## config.mk

```make
export PLATFORM = sky130hd
export DESIGN_NAME = hold_stop_wake_event_control
export DESIGN_NICKNAME = d
export VERILOG_FILES = /design/src/core/hswe_pkg.sv /design/src/core/wake_edge_detect.sv /design/src/core/hold_stop_wake_event_control.sv
export SDC_FILE = /design/constraint.sdc
export NUM_CORES = 1
export LEC_CHECK = 0
export ABC_CLOCK_PERIOD_IN_PS = 1400
export BUFFER_PORTS_ARGS = -buffer_cell sky130_fd_sc_hd__clkbuf_2
export CORE_ASPECT_RATIO = 0.9
export CORE_MARGIN = 2
export CORE_UTILIZATION = 35
export CTS_BUF_LIST = sky130_fd_sc_hd__clkbuf_16
export DETAILED_ROUTE_END_ITERATION = 6
export PLACE_DENSITY = 0.61
export SYNTH_ARGS = -nofsm -noshare
export SYNTH_HDL_FRONTEND = slang
export SYNTH_SLANG_ARGS = --single-unit
```

## constraint.sdc

```tcl
create_clock -name mclk -period 1.4 [get_ports mclk]
set_input_delay 0.14 -clock mclk [delete_from_list [all_inputs] [get_ports mclk]]
set_output_delay 0.14 -clock mclk [all_outputs]
set_load 0.02 [all_outputs]
```

## src/core/hswe_pkg.sv

```systemverilog
// constants for the hold, stop and wake event controller
package hswe_pkg;
    // event bit positions, shared by event flags, enables and interrupts
    localparam int EV_DIV0 = 0;
    localparam int EV_TMR0 = 1;
    localparam int EV_PORT = 2;
    localparam int EV_DIV1 = 4;
    localparam int EV_TMR1 = 7;
    // release cause bit positions
    localparam int HC_DIV0 = 0;
    localparam int HC_TMR0 = 1;
    localparam int HC_PORT = 2;
    localparam int HC_DIV1 = 4;
    localparam int HC_TMR1 = 5;
    // implemented bits of the 8-bit registers
    localparam logic [7:0] EV_MASK = 8'h97;
    localparam logic [7:0] HC_MASK = 8'h37;
    // reset values
    localparam logic [7:0] RST_BYTE = 8'h00;
    localparam logic [3:0] RST_NIB = 4'h0;
    localparam logic [11:0] RST_PC = 12'h000;
    // write register selects on the register write port
    localparam logic [1:0] WSEL_HOLD_EN = 2'h0;
    localparam logic [1:0] WSEL_IRQ_EN = 2'h1;
    localparam logic [1:0] WSEL_PORT_EN = 2'h2;
    localparam logic [1:0] WSEL_STOP_EN = 2'h3;
    // power states of the core
    typedef enum logic [1:0] {st_run, st_hold, st_stop} power_state_t;
endpackage

```

## src/core/wake_edge_detect.sv

```systemverilog
// wake input port synchroniser with change and falling edge detection
`timescale 1ns/1ps
module wake_edge_detect
    import hswe_pkg::*;
#(
    parameter int WIDTH = 4
)
(
    input wire logic mclk,
    input wire logic rst,
    input wire logic [WIDTH-1:0] pins,
    output logic [WIDTH-1:0] changed,
    output logic [WIDTH-1:0] falling
);
    logic [WIDTH-1:0] sync_a;
    logic [WIDTH-1:0] sync_b;
    logic [WIDTH-1:0] prev;

    // two stage synchroniser then one history stage
    always_ff @(posedge mclk or posedge rst)
    begin
        if (rst)
        begin
            sync_a <= '0;
            sync_b <= '0;
            prev <= '0;
        end
        else
        begin
            sync_a <= pins;
            sync_b <= sync_a;
            prev <= sync_b;
        end
    end

    // compare synchronised sample against previous sample
    always_comb
    begin
        changed = sync_b ^ prev;
        falling = prev & ~sync_b;
    end
endmodule

```

## src/core/hold_stop_wake_event_control.sv

```systemverilog
// event flags, interrupt, hold and stop control for the 4-bit core
// Functional notes
// - stop wake enable bit arms pin falling edge
// - hold halts execution, peripherals keep running
// - hold instruction; five release sources
// - hold release enable bit map
// - interrupt enable shares the same bit map
// - accepted interrupt clears only its event flag
// - taken interrupt blocks until enable rewrite or global interrupt on
// - port enable gates per-pin change events
// - release cause register, read as nibbles
// - release cause bit map
// - any cause bit set makes hold void
// - cause cleared by event clear or enable zero
// - event flags set by hardware events
// - reset clears event flags, cause and program counter; the interrupt gate resets open
// - interrupt when flag and enables set
// - interrupt in hold returns to hold after
// - stop instruction; wake resumes next instruction
`timescale 1ns/1ps
module hold_stop_wake_event_control
    import hswe_pkg::*;
#(
    parameter int PORT_W = 4
)
(
    input wire logic mclk,
    input wire logic rst,
    input wire logic div0_overflow,
    input wire logic tmr0_underflow,
    input wire logic div1_overflow,
    input wire logic tmr1_underflow,
    input wire logic [PORT_W-1:0] wake_input_port,
    input wire logic reg_write,
    input wire logic [1:0] reg_sel,
    input wire logic [7:0] reg_wdata,
    input wire logic hold_op,
    input wire logic stop_op,
    input wire logic event_clear_op,
    input wire logic global_irq_on,
    input wire logic global_irq_off,
    input wire logic irq_ack,
    input wire logic [2:0] irq_ack_num,
    input wire logic return_from_sub,
    output logic [7:0] event_flags,
    output logic [7:0] hold_release_cause,
    output logic [3:0] cause_low_nibble,
    output logic [3:0] cause_high_nibble,
    output logic irq_req,
    output logic [2:0] irq_num,
    output logic cpu_halt,
    output logic hold_active,
    output logic stop_active,
    output logic osc_stop,
    output logic pc_clear
);
    logic [7:0] hold_release_enable;
    logic [7:0] interrupt_enable_mask;
    logic [PORT_W-1:0] port_change_enable;
    logic [PORT_W-1:0] stop_wake_enable;
    logic irq_gate;
    logic in_isr_from_hold;
    power_state_t pstate;
    logic [PORT_W-1:0] pin_changed;
    logic [PORT_W-1:0] pin_falling;
    logic [7:0] ev_set;
    logic [7:0] ev_clr;
    logic [7:0] pending;
    logic [7:0] next_cause;
    logic [7:0] cause_keep;
    logic [2:0] next_num;
    logic wr_hold_en;
    logic wr_irq_en;
    logic cause_clear;
    logic stop_wake;
    logic hold_wake;

    wake_edge_detect #(.WIDTH(PORT_W)) u_edges
    (
        .mclk(mclk),
        .rst(rst),
        .pins(wake_input_port),
        .changed(pin_changed),
        .falling(pin_falling)
    );

    // maps an event bit position to its release cause position
    function automatic logic [7:0] ev_to_cause(input logic [7:0] ev);
        logic [7:0] c;
        c = '0;
        c[HC_DIV0] = ev[EV_DIV0];
        c[HC_TMR0] = ev[EV_TMR0];
        c[HC_PORT] = ev[EV_PORT];
        c[HC_DIV1] = ev[EV_DIV1];
        c[HC_TMR1] = ev[EV_TMR1];
        return c;
    endfunction

    // lowest pending interrupt number wins
    function automatic logic [2:0] pick_num(input logic [7:0] p);
        logic [2:0] n;
        n = 3'h0;
        for (int i = 7; i >= 0; i--)
        begin
            if (p[i])
            begin
                n = 3'(i);
            end
        end
        return n;
    endfunction

    // event sources and flag clears
    always_comb
    begin
        ev_set = '0;
        ev_set[EV_DIV0] = div0_overflow;
        ev_set[EV_TMR0] = tmr0_underflow;
        ev_set[EV_PORT] = |(pin_changed & port_change_enable);
        ev_set[EV_DIV1] = div1_overflow;
        ev_set[EV_TMR1] = tmr1_underflow;
        ev_clr = '0;
        if (irq_ack)
        begin
            ev_clr[irq_ack_num] = 1'b1;
        end
        if (event_clear_op)
        begin
            ev_clr = EV_MASK;
        end
    end

    // write decode, pending interrupts and wake decode
    always_comb
    begin
        wr_hold_en = reg_write && reg_sel == WSEL_HOLD_EN;
        wr_irq_en = reg_write && reg_sel == WSEL_IRQ_EN;
        cause_clear = event_clear_op || (wr_hold_en && reg_wdata == RST_BYTE);
        pending = event_flags & interrupt_enable_mask & EV_MASK;
        next_num = pick_num(pending);
        stop_wake = |(pin_falling & stop_wake_enable);
        hold_wake = |(ev_set & hold_release_enable & EV_MASK);
        next_cause = ev_to_cause(ev_set & hold_release_enable & EV_MASK);
        cause_keep = ev_to_cause(event_flags | hold_release_enable);
    end

    // write-only enable registers
    always_ff @(posedge mclk or posedge rst)
    begin
        if (rst)
        begin
            hold_release_enable <= RST_BYTE;
            interrupt_enable_mask <= RST_BYTE;
            port_change_enable <= RST_NIB;
            stop_wake_enable <= RST_NIB;
        end
        else if (reg_write)
        begin
            unique case (reg_sel)
                WSEL_HOLD_EN: hold_release_enable <= reg_wdata & EV_MASK;
                WSEL_IRQ_EN: interrupt_enable_mask <= reg_wdata & EV_MASK;
                WSEL_PORT_EN: port_change_enable <= reg_wdata[PORT_W-1:0];
                WSEL_STOP_EN: stop_wake_enable <= reg_wdata[PORT_W-1:0];
            endcase
        end
    end

    // event flags, set wins over clear
    always_ff @(posedge mclk or posedge rst)
    begin
        if (rst)
        begin
            event_flags <= RST_BYTE;
        end
        else
        begin
            event_flags <= ((event_flags & ~ev_clr) | ev_set) & EV_MASK;
        end
    end

    // release cause register
    always_ff @(posedge mclk or posedge rst)
    begin
        if (rst)
        begin
            hold_release_cause <= RST_BYTE;
        end
        else if (pstate == st_hold && hold_wake)
        begin
            hold_release_cause <= hold_release_cause | next_cause;
        end
        else if (cause_clear)
        begin
            hold_release_cause <= RST_BYTE;
        end
        else
        begin
            hold_release_cause <= hold_release_cause & cause_keep;
        end
    end

    // nibble views of the cause register
    always_ff @(posedge mclk or posedge rst)
    begin
        if (rst)
        begin
            cause_low_nibble <= RST_NIB;
            cause_high_nibble <= RST_NIB;
        end
        else
        begin
            cause_low_nibble <= hold_release_cause[3:0];
            cause_high_nibble <= hold_release_cause[7:4];
        end
    end

    // global interrupt gate
    always_ff @(posedge mclk or posedge rst)
    begin
        if (rst)
        begin
            irq_gate <= 1'b1;
        end
        else if (irq_ack || global_irq_off)
        begin
            irq_gate <= 1'b0;
        end
        else if (global_irq_on || wr_irq_en)
        begin
            irq_gate <= 1'b1;
        end
    end

    // interrupt request to the core
    always_ff @(posedge mclk or posedge rst)
    begin
        if (rst)
        begin
            irq_req <= 1'b0;
            irq_num <= 3'h0;
        end
        else
        begin
            irq_req <= irq_gate && !irq_ack && !global_irq_off && (|pending) && pstate != st_stop;
            irq_num <= next_num;
        end
    end

    // power state machine
    always_ff @(posedge mclk or posedge rst)
    begin
        if (rst)
        begin
            pstate <= st_run;
        end
        else
        begin
            unique case (pstate)
                st_run:
                begin
                    if (return_from_sub && in_isr_from_hold && hold_release_cause == RST_BYTE)
                    begin
                        pstate <= st_hold;
                    end
                    else if (hold_op && hold_release_cause == RST_BYTE)
                    begin
                        pstate <= st_hold;
                    end
                    else if (stop_op)
                    begin
                        pstate <= st_stop;
                    end
                end
                st_hold:
                begin
                    if (hold_wake)
                    begin
                        pstate <= st_run;
                    end
                    else if (irq_ack)
                    begin
                        pstate <= st_run;
                    end
                end
                st_stop:
                begin
                    if (stop_wake)
                    begin
                        pstate <= st_run;
                    end
                end
            endcase
        end
    end

    // handler entered from hold, so its return goes back to hold
    always_ff @(posedge mclk or posedge rst)
    begin
        if (rst)
        begin
            in_isr_from_hold <= 1'b0;
        end
        else if (pstate == st_hold && !hold_wake && irq_ack)
        begin
            in_isr_from_hold <= 1'b1;
        end
        else if (pstate == st_run && return_from_sub)
        begin
            in_isr_from_hold <= 1'b0;
        end
    end

    // state outputs
    always_ff @(posedge mclk or posedge rst)
    begin
        if (rst)
        begin
            cpu_halt <= 1'b0;
            hold_active <= 1'b0;
            stop_active <= 1'b0;
            osc_stop <= 1'b0;
        end
        else
        begin
            cpu_halt <= pstate != st_run;
            hold_active <= pstate == st_hold;
            stop_active <= pstate == st_stop;
            osc_stop <= pstate == st_stop;
        end
    end

    // program counter clear, held in reset, dropped on the first edge
    always_ff @(posedge mclk or posedge rst)
    begin
        if (rst)
        begin
            pc_clear <= 1'b1;
        end
        else
        begin
            pc_clear <= 1'b0;
        end
    end
endmodule

```

**After elaboration in Yosys (flattened, before gate mapping)**

Cells that the tools add are included.
Widths: inputs -> output; s select.

- Bits in registers: 63
- Output and inout port bits: 33
- Word-level logic and storage cells: 103

- $lt $le $gt $ge: 2
- Mux-type cells: 22
- Bitwise gates (word level): 13
- Reductions and logical operators: 37
- Equal/unequal tests: 9

Operators with widths:

| cell | count |
|---|---|
| $mux 8 | 4 |
| $and 8x8->8 | 3 |
| $logic_not 8->1 | 2 |
| $or 8x8->8 | 2 |
| $logic_and 1x1->1 | 15 |
| $mux 3 | 5 |
| $and 4x4->4 | 3 |
| $mux 2 | 6 |
| $reduce_or 5->1 | 2 |
| $and 8x6->8 | 1 |
| $not 8->8 | 1 |
| $or 8x6->8 | 1 |
| $reduce_and 2->1 | 4 |
| $reduce_or 4->1 | 2 |
| $eq 2x2->1 const B | 3 |
| $pmux 2 s3 | 1 |
| $reduce_bool 2->1 | 3 |
| $mux 1 | 5 |
| $eq 2x1->1 const B | 2 |
| $logic_not 2->1 | 2 |
| $lt 3x4->1 const B | 1 |
| $ne 2x2->1 const B | 2 |
| $ne 4x4->1 const B | 1 |
| $not 4->4 | 1 |
| 7 further kinds | 11 |

**Logic depth before layout (Yosys ltp)**

- Depth after elaboration: 9
- Mapped depth: 6
- Depth with buffers taken out: 6

**Cells and area by module**

A second synthesis with hierarchy kept.

- Cell total of the unflattened synthesis: 192
- Area, all modules: 2,416.1 um^2

Modules (own cells, without submodules):

| module | sequential area each (um^2) | instances | area each (um^2) | cells an instance |
|---|---|---|---|---|
| hold_stop_wake_event_control | 1,128.6 | 1 | 2,031.9 | 167 |
| wake_edge_detect | 300.3 | 1 | 384.1 | 25 |

**Worst setup path before layout**

No wires, ideal clock.

- Kind: register to register
- From: register u_edges.prev[1]
- To: register in_isr_from_hold
- Cell stages (with the launch flop): 6
- Required time: 1.278 ns
- Path slack: -0.126 ns
- Arrival: 1.405 ns
- Path through: dfrtp_1 -> ha_1 -> nand2b_1 -> a41o_1 -> and3_1 -> a32o_1

- Longest elaborated chain between the ends: 9

Ends and longest elaborated chain:

| element | line | RTL |
|---|---|---|
| start, declared | wake_edge_detect.sv:17 | `logic [WIDTH-1:0] prev;` |
| start signal, assigned | wake_edge_detect.sv:32 | `prev <= sync_b;` |
| $xor 4x4->4 (*) | wake_edge_detect.sv:39 | `changed = sync_b ^ prev;` |
| $and 4x4->4 (*) | hold_stop_wake_event_control.sv:119 | `ev_set[EV_PORT] = \|(pin_changed & port_change_enable);` |
| $reduce_or 4->1 (*) | hold_stop_wake_event_control.sv:119 |  |
| $and 8x8->8 (*) | hold_stop_wake_event_control.sv:142 | `hold_wake = \|(ev_set & hold_release_enable & EV_MASK);` |
| $reduce_or 5->1 (*) | hold_stop_wake_event_control.sv:142 |  |
| $logic_not 1->1 (*) | hold_stop_wake_event_control.sv:303 | `else if (pstate == st_hold && !hold_wake && irq_ack)` |
| $logic_and 1x1->1 (*) (2 in a row) | hold_stop_wake_event_control.sv:303 |  |
| $mux 1 / $reduce_bool 2->1 (equally long branches) | n/a |  |
| end signal, assigned | hold_stop_wake_event_control.sv:301 | `in_isr_from_hold <= 1'b0;` |
| end signal, assigned | hold_stop_wake_event_control.sv:305 | `in_isr_from_hold <= 1'b1;` |
| end signal, assigned | hold_stop_wake_event_control.sv:309 | `in_isr_from_hold <= 1'b0;` |
| end, declared | hold_stop_wake_event_control.sv:62 | `logic in_isr_from_hold;` |

Mark *: on every way between the ends. The rest lies on a longest branch, timed or not.
A chain may end at the register's enable or synchronous reset.

**Worst setup path after layout**

- From: register u_edges.prev[2]
- To: register pstate[0]

- Longest elaborated chain between the ends: 7

Ends and longest elaborated chain:

| element | line | RTL |
|---|---|---|
| $xor 4x4->4 | wake_edge_detect.sv:39 |  |
| $and 4x4->4 | hold_stop_wake_event_control.sv:119 |  |
| $reduce_or 4->1 | hold_stop_wake_event_control.sv:119 |  |
| $and 8x8->8 | hold_stop_wake_event_control.sv:142 |  |
| $reduce_or 5->1 | hold_stop_wake_event_control.sv:142 |  |
| $ne 3x3->1 (no source line) / $mux 2 (equally long branches) | n/a |  |
| $reduce_and 3->1 (no source line) / $pmux 2 s3 (equally long branches) | n/a |  |
| end signal, assigned | hold_stop_wake_event_control.sv:254 | `pstate <= st_run;` |
| end signal, assigned | hold_stop_wake_event_control.sv:263 | `pstate <= st_hold;` |
| end signal, assigned | hold_stop_wake_event_control.sv:267 | `pstate <= st_hold;` |
| end, declared | hold_stop_wake_event_control.sv:63 | `power_state_t pstate;` |

Parallel ways exist; a longest one is shown, timed or not.

==> results by group <==
Worst hold path
  – Hold depth: 2
  – Min-delay src: tmr0_underflow
  – Worst hold path class: in2reg
  – Worst hold endpoint: event_flags[1]$_DFF_PP0_

Route
  – Iteration-0 DRC count of the detailed router: 84
  – DRC Markers: 0
  – Vias per cell: 4.77
  – Post-DRT Antenna Nets: 0
  – Drt total wl: 5470 µm
  – Routed length per instance: 14.4 µm
  – Vias: 1809
  – 1st-pass router iterations: 4

Critical path
  – R2R cell count: 5
  – Worst path cell trace: ha_1 -> nand2b_4 -> a41o_1 -> a211o_1 -> o211ai_1
  – WP data arrival: 1.85 ns
  – Start of the worst register-to-register path: u_edges.prev[2]$_DFF_PP0_
  – CP max stage delay: 0.36 ns
  – R2R Setup Slk: -0.21 ns
  – Worst Setup End Kind: flip-flop
  – CP max stage cell: dfrtp_1
  – Critical Setup Path Class: reg2reg
  – Req. time, crit path: 1.64 ns
  – R2R Path End: pstate[0]$_DFFE_PP0P_
  – Crit-path max FO: 3
  – Worst Setup Start Kind: flip-flop

GRT
  – Overflow after GRT: 0
  – Top Usage Layer GRT: met2
  – Vias in the first global route: 1813
  – Grt met3 use: 0.0626
  – Met2 usage: 0.230
  – Met1 usage: 0.201
  – Antenna violations before repair: 0
  – Largest net degree at the start of global routing: 58
  – Overall routing resource usage: 0.153
  – First-pass GRT wire length: 8960 µm

Timing
  – Final setup viols: 8
  – Achievable Freq: 621 MHz
  – Fin Setup TNS: -1.00 ns
  – Period utilisation layout: 1.15
  – Tmin final: 1.61 ns
  – Worst Clk Skew: 0.00461 ns
  – RSZ-0062 raised after global routing: yes
  – Post-route setup slack: -0.211 ns
  – Final Hold Violating Endpoints: 0
  – Max-slew violations: 0

Die
  – # IOs: 64
  – Core area: 0.00666 mm²
  – Die width: 92.1 µm
  – Starting density of the core: 0.367
  – Die height: 83.3 µm
  – Num rows: 28
  – Die ar.: 0.00767 mm²

Place
  – RD Place Congestion: 0.778
  – Placed insts: 357
  – DPL Wire Length: 4010 µm
  – I/O Buffers: 54

Logic synthesis
  – Mapped cell area: 0.00244 mm²
  – Synth Register Bits: 57
  – YS warnings: 0
  – Cells after Synth: 193
  – Register area share after synthesis: 0.584
  – Avg Synthesized Cell Area: 12.7 µm²
  – Distinct cell type count after synthesis: 39

CTS
  – CTS tree: built
  – Clock root cell: clkbuf_16
  – Clock Latency Late Sink: 0.32 ns
  – Sink Count: 57
  – Num CTS Buffers: 9
  – CTS clk-pin slew, worst paths: 0.05 ns
  – Htree depth: 3
  – Longest Clk Path Bufs: 2

Finish
  – Nets: 322
  – Area grow syn2layout: 38.9%
  – Diode count: 0
  – Post-Layout Cell Count: 379
  – Fillers: 606
  – Layout cells sized above 1: 0.457

Run status
  – Failing checks: negative setup slack
  – Status: finished with violations

Power
  – Power Density: 1820 mW/mm²
  – P_leak: 1.62 nW
  – Overall power: 0.00618 W
  – Peak VDD IR: 0.863 mV

Job
  – Maxcap violations: 0
-- registers in the layout, indices dropped and copies added (netlist names), 2 cells and up --
name / cells
u_edges.sync_a: 4
u_edges.prev: 4
stop_wake_enable: 4
pstate: 2
u_edges.sync_b: 4
hold_release_enable: 5
cause_low_nibble: 3
cause_high_nibble: 2
hold_release_cause: 5
event_flags: 5
port_change_enable: 4
irq_num: 3
interrupt_enable_mask: 5
-- Yosys cell counts --
cell type	n	area (µm²)
nor2b_1	3	18.8
a31o_2	5	43.8
or4b_1	1	10.0
dfstp_2	2	52.6
a22oi_1	2	15.0
nand4_1	3	18.8
a31oi_2	1	12.5
nor3b_4	1	18.8
a22oi_2	1	12.5
or3b_1	1	8.76
nand3_1	5	25.0
nand2b_1	2	12.5
nor2_1	4	15.0
nor4_2	1	12.5
and2_1	1	6.26
and4b_4	1	13.8
a41o_1	1	10.0
a41oi_2	1	16.3
nor3b_1	1	7.51
nand3b_1	4	30.0
nor4_1	2	12.5
nand2b_4	2	27.5
a32o_1	1	10.0
ha_1	7	87.6
conb_1	1	3.75
a211oi_1	1	7.51
o211ai_1	10	75.1
dfrtp_1	55	1380
a211o_1	1	8.76
nand2_1	17	63.8
mux2_2	17	191
a222oi_1	1	10.0
inv_1	10	37.5
a21boi_1	1	7.51
o21ai_0	7	35.0
a2bb2oi_1	2	17.5
and3_1	2	12.5
a21oi_1	5	25.0
buf_4	10	75.1
-- cell families after synthesis --
| logic type | share of synthesized area |
|---|---|
| AO/OA/AOI/OAI | 0.125 |
| adder cells (fa/ha/maj) | 0.0358 |
| buffers and inverters | 0.0461 |
| flip-flops | 0.584 |
| multiplexers | 0.0783 |
| other | 0.00153 |
| AND/OR/NAND/NOR | 0.128 |
-- critical path, delay by kind of cell, from the launching register on --
family / cells / cell delay, ns
flops: 1 / 0.36
simple gates: 1 / 0.15
fa+ha+maj: 1 / 0.28
compound gates: 3 / 0.73
-- cell usage in the layout (no fill, tap or decap), drive strengths merged, types with 3 or more instances in the layout --
master and instances:
nand3b 4, clkbuf 63, nand4 3, a21oi 5, conb 10, bufinv 3
mux2 17, clkinvlp 3, nor4 3, nand2b 4, buf 21, a22oi 3
inv 9, dlygate4sd3 6, nor2b 3, nand3 5, o21ai 7, dfrtp 55
nand2 17, o211ai 10, ha 7, a31o 5, nor2 4
-- layout make-up --
type,count,area (µm²),share of cell area
well taps,90,113,0.0331
repair buffers,81,500,0.147
clock buffers,9,225,0.0663
multi-input cells,125,970,0.285
inverters,10,41.3,0.0122
clock inverters,7,119,0.0350
flip-flops and latches,57,1430,0.421
-- layer usage --
layer  vias to the layer above  wire (µm)
li1                        872          -
met1                       876       2570
met2                        50       2500
met3                        11        302
met4                         0         93
met5                         -          0
-- metrics by stage --
step,worst slack [ns],utilization,cell area [µm²],hold WS (ns)
floorplan,-0.120,-,2490,0.171
global placement,-0.163,0.446,2970,0.229
detailed placement,-0.192,0.446,2970,0.234
CTS,-0.206,0.508,3380,0.0393
global route,-0.315,0.510,3400,0.0385
finish,-0.211,0.510,3400,0.0470
-- timing repair --
action / in CTS / in global routing
gates cloned: 0 / 0
hold buffers: 6 / 0
endpoints found under the setup margin: 9 / 9
pin swaps: 4 / 6
endpoints found under the hold margin: 60 / 0
buffers inserted: 0 / 1
gates resized for setup: 3 / 6
-- where the power goes --
| group | switching, W | internal, W |
|---|---|---|
| Clock | 0.000757 | 0.00173 |
| Sequential | 0.000188 | 0.00196 |
| Combinational | 0.000821 | 0.000721 |
-- worst max-delay path by stage --
stage / from / endpoint / slack (ns) / cells after the start
2_1_floorplan: u_edges.sync_b[2]$_DFF_PP0_ / pstate[1]$_DFFE_PP0P_ / -0.12 / 6
3_3_place_gp: u_edges.sync_b[2]$_DFF_PP0_ / pstate[1]$_DFFE_PP0P_ / -0.16 / 6
3_5_place_dp: u_edges.sync_b[2]$_DFF_PP0_ / pstate[0]$_DFFE_PP0P_ / -0.19 / 6
4_1_cts: u_edges.prev[3]$_DFF_PP0_ / pstate[1]$_DFFE_PP0P_ / -0.21 / 5
5_1_grt: u_edges.sync_b[0]$_DFF_PP0_ / pstate[0]$_DFFE_PP0P_ / -0.31 / 6
6_report: u_edges.prev[2]$_DFF_PP0_ / pstate[0]$_DFFE_PP0P_ / -0.21 / 5
No activity file was read; power rests on OpenSTA's default activity.
